[src/verilog/alarm_pin_pkg.sv]
// Package: constants and types for alarm pin and reset control
package alarm_pin_pkg;

   // Loss-monitor enable field codes
   typedef enum logic [1:0] {
      LOSS_MON_OFF      = 2'h0,
      LOSS_MON_RESERVED = 2'h1,
      LOSS_MON_SLOW     = 2'h2,
      LOSS_MON_NORMAL   = 2'h3
   } loss_mon_t;

   // Three-level reference strap decode
   typedef enum logic [1:0] {
      REF_CRYSTAL  = 2'h0,
      REF_EXTERNAL = 2'h1,
      REF_RESERVED = 2'h2
   } ref_src_t;

   // Strap level codes as sampled from the three-level pin
   localparam logic [1:0] STRAP_LOW  = 2'h0;
   localparam logic [1:0] STRAP_MID  = 2'h1;
   localparam logic [1:0] STRAP_HIGH = 2'h2;
   // Edges after reset release until the strap capture closes
   localparam logic [1:0] STRAP_DONE = 2'h3;

   // Reset values of configuration bits
   localparam logic      IRQ_PIN_SELECT_RST = 1'h0;
   localparam logic      IRQ_POLARITY_RST   = 1'h0;
   localparam logic      IN1_SELECT_RST     = 1'h0;
   localparam logic      IN2_SELECT_RST     = 1'h0;
   localparam logic      ALARM_POLARITY_RST = 1'h0;
   localparam loss_mon_t LOSS_MON_RST       = LOSS_MON_NORMAL;
   localparam ref_src_t  REF_SRC_RST        = REF_CRYSTAL;

endpackage : alarm_pin_pkg

[src/verilog/alarm_pin_driver.sv]
// Module: one status pin with function select, polarity and tristate
`timescale 1ns/1ps
module alarm_pin_driver
(
   // Clock and reset
   input  wire logic clk_i,
   input  wire logic reset_i,
   // Function inputs
   input  wire logic func_a_sel_i,
   input  wire logic func_a_i,
   input  wire logic func_a_pol_i,
   input  wire logic func_b_sel_i,
   input  wire logic func_b_i,
   input  wire logic func_b_pol_i,
   input  wire logic hold_off_i,
   // Pin
   output logic      pin_o,
   output logic      pin_oe_o
);

   logic pin_reg;
   logic pin_next;
   logic oe_reg;
   logic oe_next;

   // Choose function, then polarity, then tristate
   always_comb
   begin
      pin_next = 1'b0;
      oe_next  = 1'b0;
      if (func_a_sel_i)
      begin
         pin_next = func_a_i ^ func_a_pol_i;
         oe_next  = 1'b1;
      end
      else if (func_b_sel_i)
      begin
         pin_next = func_b_i ^ func_b_pol_i;
         oe_next  = 1'b1;
      end
      if (hold_off_i)
      begin
         oe_next = 1'b0;
      end
   end

   // Pin registers
   always_ff @(posedge clk_i or posedge reset_i)
   begin
      if (reset_i)
      begin
         pin_reg <= 1'b0;
         oe_reg  <= 1'b0;
      end
      else
      begin
         pin_reg <= pin_next;
         oe_reg  <= oe_next;
      end
   end

   assign pin_o    = pin_reg;
   assign pin_oe_o = oe_reg;

endmodule : alarm_pin_driver

[src/verilog/alarm_pin_and_reset_control.sv]
// Module: status pin control, external reset and reference strap
`timescale 1ns/1ps
module alarm_pin_and_reset_control
   import alarm_pin_pkg::*;
(
   // Clock and reset
   input  wire logic                    clk_i,
   input  wire logic                    reset_i,
   // External reset pin, active low
   input  wire logic                    ext_reset_n_i,
   // Configuration
   input  wire logic                    irq_pin_select_i,
   input  wire logic                    irq_polarity_i,
   input  wire logic                    in1_alarm_pin_select_i,
   input  wire logic                    in2_alarm_pin_select_i,
   input  wire logic                    alarm_polarity_i,
   input  wire alarm_pin_pkg::loss_mon_t in1_loss_monitor_enable_i,
   input  wire alarm_pin_pkg::loss_mon_t in2_loss_monitor_enable_i,
   input  wire logic                    cfg_load_i,
   input  wire logic                    outputs_programmed_i,
   // Status events
   input  wire logic                    irq_event_i,
   input  wire logic                    in1_loss_raw_i,
   input  wire logic                    in2_loss_raw_i,
   // Reference strap
   input  wire logic [1:0]              ref_strap_i,
   // Pins
   output logic                         irq_or_in1_alarm_pin_o,
   output logic                         irq_or_in1_alarm_pin_oe_o,
   output logic                         in2_alarm_pin_o,
   output logic                         in2_alarm_pin_oe_o,
   output logic                         clk_out_oe_o,
   output logic                         in_reset_o,
   // Status
   output alarm_pin_pkg::ref_src_t      ref_source_o,
   output logic                         in1_monitor_slow_o,
   output logic                         in2_monitor_slow_o
);
   import alarm_pin_pkg::*;

   // ********************************************************
   // Decode functions
   // ********************************************************

   // Loss monitor active for codes 10 and 11 only
   function automatic logic monitor_on(input loss_mon_t code);
      monitor_on = (code == LOSS_MON_SLOW) || (code == LOSS_MON_NORMAL);
   endfunction : monitor_on

   // ********************************************************
   // Input synchronisers
   // ********************************************************

   logic [5:0] sync1_reg;
   logic [5:0] sync2_reg;
   logic [5:0] raw_in;

   assign raw_in = {ref_strap_i, in2_loss_raw_i, in1_loss_raw_i, irq_event_i, ext_reset_n_i};

   // Two flops per pin input
   always_ff @(posedge clk_i or posedge reset_i)
   begin
      if (reset_i)
      begin
         sync1_reg <= 6'h01;
         sync2_reg <= 6'h01;
      end
      else
      begin
         sync1_reg <= raw_in;
         sync2_reg <= sync1_reg;
      end
   end

   logic       rst_pin_n;
   logic       irq_sync;
   logic       los1_sync;
   logic       in2_alarm_pin_sync;
   logic [1:0] strap_sync;

   assign rst_pin_n  = sync2_reg[0];
   assign irq_sync   = sync2_reg[1];
   assign los1_sync  = sync2_reg[2];
   assign in2_alarm_pin_sync  = sync2_reg[3];
   assign strap_sync = sync2_reg[5:4];

   // ********************************************************
   // Configuration registers
   // ********************************************************

   logic      irq_sel_reg,   irq_sel_next;
   logic      irq_pol_reg,   irq_pol_next;
   logic      in1_sel_reg,   in1_sel_next;
   logic      in2_sel_reg,   in2_sel_next;
   logic      al_pol_reg,    al_pol_next;
   logic      prog_reg,      prog_next;
   loss_mon_t mon1_reg,      mon1_next;
   loss_mon_t mon2_reg,      mon2_next;
   ref_src_t  ref_reg,       ref_next;
   logic      rst_reg,       rst_next;
   logic [1:0] strap_cap_reg, strap_cap_next;

   // Next-state: defaults while pin reset held, else load
   always_comb
   begin
      irq_sel_next   = irq_sel_reg;
      irq_pol_next   = irq_pol_reg;
      in1_sel_next   = in1_sel_reg;
      in2_sel_next   = in2_sel_reg;
      al_pol_next    = al_pol_reg;
      mon1_next      = mon1_reg;
      mon2_next      = mon2_reg;
      prog_next      = prog_reg;
      ref_next       = ref_reg;
      strap_cap_next = strap_cap_reg;
      rst_next       = !rst_pin_n;
      if (!rst_pin_n)
      begin
         irq_sel_next   = IRQ_PIN_SELECT_RST;
         irq_pol_next   = IRQ_POLARITY_RST;
         in1_sel_next   = IN1_SELECT_RST;
         in2_sel_next   = IN2_SELECT_RST;
         al_pol_next    = ALARM_POLARITY_RST;
         mon1_next      = LOSS_MON_RST;
         mon2_next      = LOSS_MON_RST;
         prog_next      = 1'b0;
         strap_cap_next = 2'h0;
      end
      else
      begin
         if (cfg_load_i)
         begin
            irq_sel_next = irq_pin_select_i;
            irq_pol_next = irq_polarity_i;
            in1_sel_next = in1_alarm_pin_select_i;
            in2_sel_next = in2_alarm_pin_select_i;
            al_pol_next  = alarm_polarity_i;
            mon1_next    = in1_loss_monitor_enable_i;
            mon2_next    = in2_loss_monitor_enable_i;
            prog_next    = outputs_programmed_i;
         end
         // Strap followed until the synchroniser holds the pin level
         if (strap_cap_reg != STRAP_DONE)
         begin
            strap_cap_next = strap_cap_reg + 2'h1;
            case (strap_sync)
               STRAP_LOW:  ref_next = REF_CRYSTAL;
               STRAP_MID:  ref_next = REF_EXTERNAL;
               STRAP_HIGH: ref_next = REF_RESERVED;
               default:    ref_next = REF_RESERVED;
            endcase
         end
      end
   end

   // Configuration flops
   always_ff @(posedge clk_i or posedge reset_i)
   begin
      if (reset_i)
      begin
         irq_sel_reg   <= IRQ_PIN_SELECT_RST;
         irq_pol_reg   <= IRQ_POLARITY_RST;
         in1_sel_reg   <= IN1_SELECT_RST;
         in2_sel_reg   <= IN2_SELECT_RST;
         al_pol_reg    <= ALARM_POLARITY_RST;
         mon1_reg      <= LOSS_MON_RST;
         mon2_reg      <= LOSS_MON_RST;
         prog_reg      <= 1'b0;
         ref_reg       <= REF_SRC_RST;
         rst_reg       <= 1'b1;
         strap_cap_reg <= 2'h0;
      end
      else
      begin
         irq_sel_reg   <= irq_sel_next;
         irq_pol_reg   <= irq_pol_next;
         in1_sel_reg   <= in1_sel_next;
         in2_sel_reg   <= in2_sel_next;
         al_pol_reg    <= al_pol_next;
         mon1_reg      <= mon1_next;
         mon2_reg      <= mon2_next;
         prog_reg      <= prog_next;
         ref_reg       <= ref_next;
         rst_reg       <= rst_next;
         strap_cap_reg <= strap_cap_next;
      end
   end

   // ********************************************************
   // Status outputs
   // ********************************************************

   logic oe_reg, oe_next;
   logic slow1_reg, slow1_next;
   logic slow2_reg, slow2_next;

   // Clock outputs off during reset and until programmed
   always_comb
   begin
      oe_next    = prog_reg && rst_pin_n && !rst_reg;
      slow1_next = (mon1_reg == LOSS_MON_SLOW);
      slow2_next = (mon2_reg == LOSS_MON_SLOW);
   end

   // Status flops
   always_ff @(posedge clk_i or posedge reset_i)
   begin
      if (reset_i)
      begin
         oe_reg    <= 1'b0;
         slow1_reg <= 1'b0;
         slow2_reg <= 1'b0;
      end
      else
      begin
         oe_reg    <= oe_next;
         slow1_reg <= slow1_next;
         slow2_reg <= slow2_next;
      end
   end

   assign clk_out_oe_o       = oe_reg;
   assign in_reset_o         = rst_reg;
   assign ref_source_o       = ref_reg;
   assign in1_monitor_slow_o = slow1_reg;
   assign in2_monitor_slow_o = slow2_reg;

   // ********************************************************
   // Pin drivers
   // ********************************************************

   logic los1_masked;
   logic in2_alarm_pin_masked;

   // Loss alarm only when monitor enabled
   assign los1_masked = los1_sync && monitor_on(mon1_reg);
   assign in2_alarm_pin_masked = in2_alarm_pin_sync && monitor_on(mon2_reg);

   // Shared pin: interrupt has priority over input one alarm
   alarm_pin_driver u_shared_pin
   (
      .clk_i        (clk_i),
      .reset_i      (reset_i),
      .func_a_sel_i (irq_sel_reg),
      .func_a_i     (irq_sync),
      .func_a_pol_i (!irq_pol_reg),
      .func_b_sel_i (in1_sel_reg),
      .func_b_i     (los1_masked),
      .func_b_pol_i (!al_pol_reg),
      .hold_off_i   (1'b0),
      .pin_o        (irq_or_in1_alarm_pin_o),
      .pin_oe_o     (irq_or_in1_alarm_pin_oe_o)
   );

   // Second pin: input two alarm only
   alarm_pin_driver u_in2_pin
   (
      .clk_i        (clk_i),
      .reset_i      (reset_i),
      .func_a_sel_i (in2_sel_reg),
      .func_a_i     (in2_alarm_pin_masked),
      .func_a_pol_i (!al_pol_reg),
      .func_b_sel_i (1'b0),
      .func_b_i     (1'b0),
      .func_b_pol_i (1'b0),
      .hold_off_i   (1'b0),
      .pin_o        (in2_alarm_pin_o),
      .pin_oe_o     (in2_alarm_pin_oe_o)
   );

endmodule : alarm_pin_and_reset_control

[config.mk]
export PLATFORM = sky130hd
export DESIGN_NAME = alarm_pin_and_reset_control
export DESIGN_NICKNAME = d
export VERILOG_FILES = /design/src/verilog/alarm_pin_pkg.sv /design/src/verilog/alarm_pin_driver.sv /design/src/verilog/alarm_pin_and_reset_control.sv
export SDC_FILE = /design/constraint.sdc
export NUM_CORES = 1
export LEC_CHECK = 0
export BUFFER_PORTS_ARGS = -buffer_cell sky130_fd_sc_hd__buf_2
export CAP_MARGIN = 20
export CORE_UTILIZATION = 30
export DETAILED_ROUTE_END_ITERATION = 10
export GPL_TIMING_DRIVEN = 0
export SYNTH_ARGS = -nofsm -noshare
export SYNTH_HDL_FRONTEND = slang
export SYNTH_SLANG_ARGS = --single-unit
[constraint.sdc]
create_clock -name clk_i -period 1.6 [get_ports clk_i]
set_input_delay 0.08 -clock clk_i [delete_from_list [all_inputs] [get_ports clk_i]]
set_output_delay 0.08 -clock clk_i [all_outputs]
set_load 0.01 [all_outputs]
; ---- After elaboration in Yosys (flattened, before gate mapping)
; Cells that the tools add are included.
[word_totals]
register_bits = 34
inputBits = 19
elab_cells = 69
[classes]
add_sub_neg = 1
eq_ne = 8
muxes = 25
bitwise_logic = 3
reduce_logical = 12
[op_table]
columns = cell, count
row1 = 1-bit two-way mux, 18
row2 = 2-bit two-way mux, 6
row3 = "2-bit == test, second input constant", 4
row4 = 1-bit logical AND, 4
row5 = 1-bit logical NOT, 4
row6 = "2-bit != test, second input constant", 2
row7 = 2-bit one-hot mux with 2 select lines, 1
row8 = 1-bit XOR, 3
row9 = "2-bit by 1-bit adder with 2-bit output, second input constant", 1
row10 = "2-bit by 1-bit == test with 1-bit output, second input constant", 1
row11 = 2-bit logical NOT, 1
row12 = 1-bit logical OR, 2
row13 = "2-bit by 1-bit != test with 1-bit output, second input constant", 1
row14 = 2-bit AND reduction, 1

; ---- Depth between registers and ports, before layout
[logic_depth]
word_depth = 6
depth_mapped = 3
depth_no_buf = 3

; ---- By module
; From an unflattened synthesis, not the netlist that was laid out.
[hier_totals]
hier_cells = 89
hier_area_um2 = 1217.4
[modules_own_cells]
columns = module, instances, cells_per_inst, area_each_um2, seq_area_each_um2
row1 = alarm_pin_and_reset_control, 1, 71, 1029.7, 759.5
row2 = alarm_pin_driver, 2, 9, 93.8, 50.0

; ---- Worst setup path after synthesis
; Ideal clock, no wire load.
[synth_path]
kind = register to register
from = register strap_cap_reg[0]
to = register ref_reg[0], in the netlist ref_source_o[0]
setup_ns = 0.125
arrival_time_ns = 1.030
path_slack_ns = 0.445
stages_incl_launch_ff = 4
path_buffers = 0
path_cell_list = dfrtp_1 > ha_1 > nand2b_1 > mux2_2
[synth_between]
elab_chain_cells = 2
[synth_lines]
columns = element, line
row1 = start: declaration, alarm_pin_and_reset_control.sv:101  ; logic [1:0] strap_cap_reg, strap_cap_next;
row2 = start signal: assignment, alarm_pin_and_reset_control.sv:185  ; strap_cap_reg <= strap_cap_next;
row3 = 2-bit != test, alarm_pin_and_reset_control.sv:143  ; if (strap_cap_reg != STRAP_DONE)
row4 = 2-bit AND reduction (no source line), n/a
row5 = end signal: assignment, alarm_pin_and_reset_control.sv:183  ; ref_reg <= ref_next;
row6 = end: declaration, alarm_pin_and_reset_control.sv:99  ; ref_src_t ref_reg, ref_next;
; Every way passes these cells.
; A chain may end at the register's enable or synchronous reset.

; ---- Worst setup path after layout
[layout_path]
from = register strap_cap_reg[0]
to = register ref_reg[1], in the netlist ref_source_o[1]
; The elaborated chain is that of the path after synthesis.

==> results.json <==
{
  "crit_type": "register to register",
  "critPathBufInv": 0,
  "reg2reg_depth": 3,
  "cp_num_cells": 3,
  "antenna_left": 0,
  "viasPerCell": 4.142,
  "post_cts_resized": 0,
  "antenna_found_initial": 0,
  "p_per_area_nw_per_um2": 1211,
  "finalSetupViolations": 0,
  "finalHoldViolations": 0,
  "coreArea_um2": 3716,
  "drtIter0Drc": 11,
  "final_nets": 141,
  "synth_top_cells_by_area": "dfrtp_1 (58%), dfstp_2 (16%), mux2i_1 (9.4%), nor2_1 (2.9%), nor2b_1 (2.1%)",
  "post-place-cells": 155,
  "drive_gt1_frac": 0.3884,
  "start_util": 0.3158,
  "ys_warn_count": 0,
  "drv_slew": 0,
  "rsz0062_at_grt": "false",
  "cp-end-kind": "register",
  "cpMaxStageDelayCell": "dfrtp_1",
  "p_leak_nw": 0.7876,
  "diodes": 0,
  "die_area_um2": 4166,
  "area_growth_pct": 34.54,
  "numCtsBuffers": 5,
  "worstReg2RegStart": "strap_cap_reg[0]",
  "grt_pass1_vias": 758,
  "grt_use_total": 0.1110,
  "drc": 0,
  "avgSynthCellArea_um2": 14.86,
  "holdPathStages": 3,
  "synth_top_area_share": 0.5757,
  "grt_pass1_wl_um": 3277,
  "arrival_ns": 1.38,
  "synth_area_um2": 1174,
  "place_congestion": 0.6395,
  "cp_max_fo": 3,
  "synth_edf_count": 0,
  "clk_path_buf_depth": 2,
  "die_y_um": 64.55,
  "dp.final_hpwl_um": 1257,
  "drv_cap": 0,
  "fin_crit_sh": 0.7635,
  "synth-seq-cells": 34,
  "hp-class": "primary input to register",
  "synth_cells": 79,
  "cp-start-kind": "register",
  "cp-startpoint": "strap_cap_reg[0]",
  "period_minus_slack_ns": 1.222,
  "status": "finished clean",
  "wirelength_um": 1859,
  "required_ns": 1.76,
  "vias": 700,
  "fp-row-count": 22,
  "cpLargestDelayFamily": "flip-flops",
  "path_cells": "ha_1 -> nand2b_1 -> mux2_2",
  "worstMarginPinSlew_ns": 0.4460,
  "layout.cells.non_filler": 169,
  "synth_nets": 99,
  "slew_headroom": 0.7024,
  "clk_latency_ns": 0.28,
  "synth_largest_area_cell": "dfrtp_1",
  "clock-sinks": 34,
  "synthFlopType": "dfrtp_1",
  "synth_cell_types": 21,
  "cts_root_buf": "clkbuf_8",
  "max_clock_freq_mhz": 818.6,
  "ys_top_cells_by_count": "dfrtp_1 (27), mux2i_1 (11), nor2_1 (9)",
  "async_flop_share": 1.000,
  "yosysMostFrequentCell": "dfrtp_1",
  "ctsHtreeMaxLevel": 2,
  "ios": 29,
  "overflow": 0,
  "first_pass_iters": 3,
  "tns_ns": 0,
  "port_buffers": 27,
  "clk_pin_slew_worst_paths_ns": 0.06,
  "vdd_ir_drop_max_uv": 494.3,
  "synth_seq_area_share": 0.7324,
  "die_w_um": 64.55,
  "drt-wirelength-per-cell_um": 11.00,
  "grt_max_degree": 26,
  "skew_ns": 0.001849,
  "cts_tree": "built",
  "worstHoldStart": "in1_loss_monitor_enable_i[1]",
  "crit_path_max_incr_delay_ns": 0.40
}
cells in the final DEF, fill, tap and decap left out, drive strengths merged, types with 2 or more instances in the layout:
| cell | n |
|---|---|
| nor2 | 9 |
| dfrtp | 27 |
| dfstp | 7 |
| buf | 29 |
| dlygate4sd3 | 7 |
| mux2i | 11 |
| mux2 | 2 |
| nand2 | 5 |
| nor2b | 4 |
| clkbuf | 6 |
area by class of cell:
type                    instances  area, um^2
plain buffers                   1       7.507
clock buffers                   6       82.58
clock inverters                 1       30.03
fillers                       371        2137
inverters                       2       7.507
multi-input cells              42       299.0
flip-flops and latches         34       859.6
well taps                      48       60.06
repair buffers                 35       232.7
routing by layer:
metal,vias up,share of wire,track usage
li1,344,-,-
met1,327,0.43,0.1149
met2,24,0.47,0.1803
met3,5,0.073,0.05458
met4,0,0.024,0.06667
met5,-,0,0
worst min-delay path: stages:
cell and delay [ns]:
buf_2 0.08, mux2i_1 0.06, nand2_1 0.06
final timing paths:
kind,to,slack (ns)
worst min-delay path,mon1_reg[1],0.03
worst max register to register,ref_source_o[1],0.38
max in group asynchronous,in_reset_o,0.71
worst min register to register,sync2_reg[1],0.35
min in group asynchronous,sync1_reg[4],0.34
worst max-delay path,ref_source_o[1],0.38
power breakdown:
part	total, mW	switching, mW	leakage, nW	internal (mW)
clock	0.776	0.279	0.0573	0.498
sequential	0.957	0.0303	0.414	0.927
combinational	0.178	0.0816	0.317	0.0967
total	1.91	0.391	0.788	1.52
what timing repair did:
action                                  4_1_cts  5_1_grt
buffers inserted                              0        0
endpoints found under the setup margin        0        0
hold buffers                                  7        0
hold endpoints to repair                     14        0
through the flow:
stage / total power [mW] / worst slack [ns] / instance area (um^2) / utilization / hold WS (ns)
detailed placement: 1.144 / 0.3722 / 1396 / 0.3758 / 0.1063
global placement: 1.125 / 0.4021 / 1369 / 0.3684 / 0.1868
finish: 1.912 / 0.3784 / 1579 / 0.4249 / 0.02552
CTS: 1.942 / 0.3634 / 1579 / 0.4249 / 0.02232
global route: 2.016 / 0.3288 / 1579 / 0.4249 / 0.03515
floorplan: 1.070 / 0.4450 / 1174 / - / 0.08448
kinds of logic (layout without fill, tap and decap cells):
kind of cell,Yosys count,after routing,share of synthesized area
and+or+nand+nor,22,22,0.08850
DFF,34,34,0.7324
xor gates and xnor gates,2,2,0.01493
adders and majority gates,1,1,0.01066
muxes,13,13,0.1130
AOI/OAI and AO/OA,4,4,0.02772
buffers and inverters,3,45,0.01279
No activity file was read; power rests on OpenSTA's default activity.
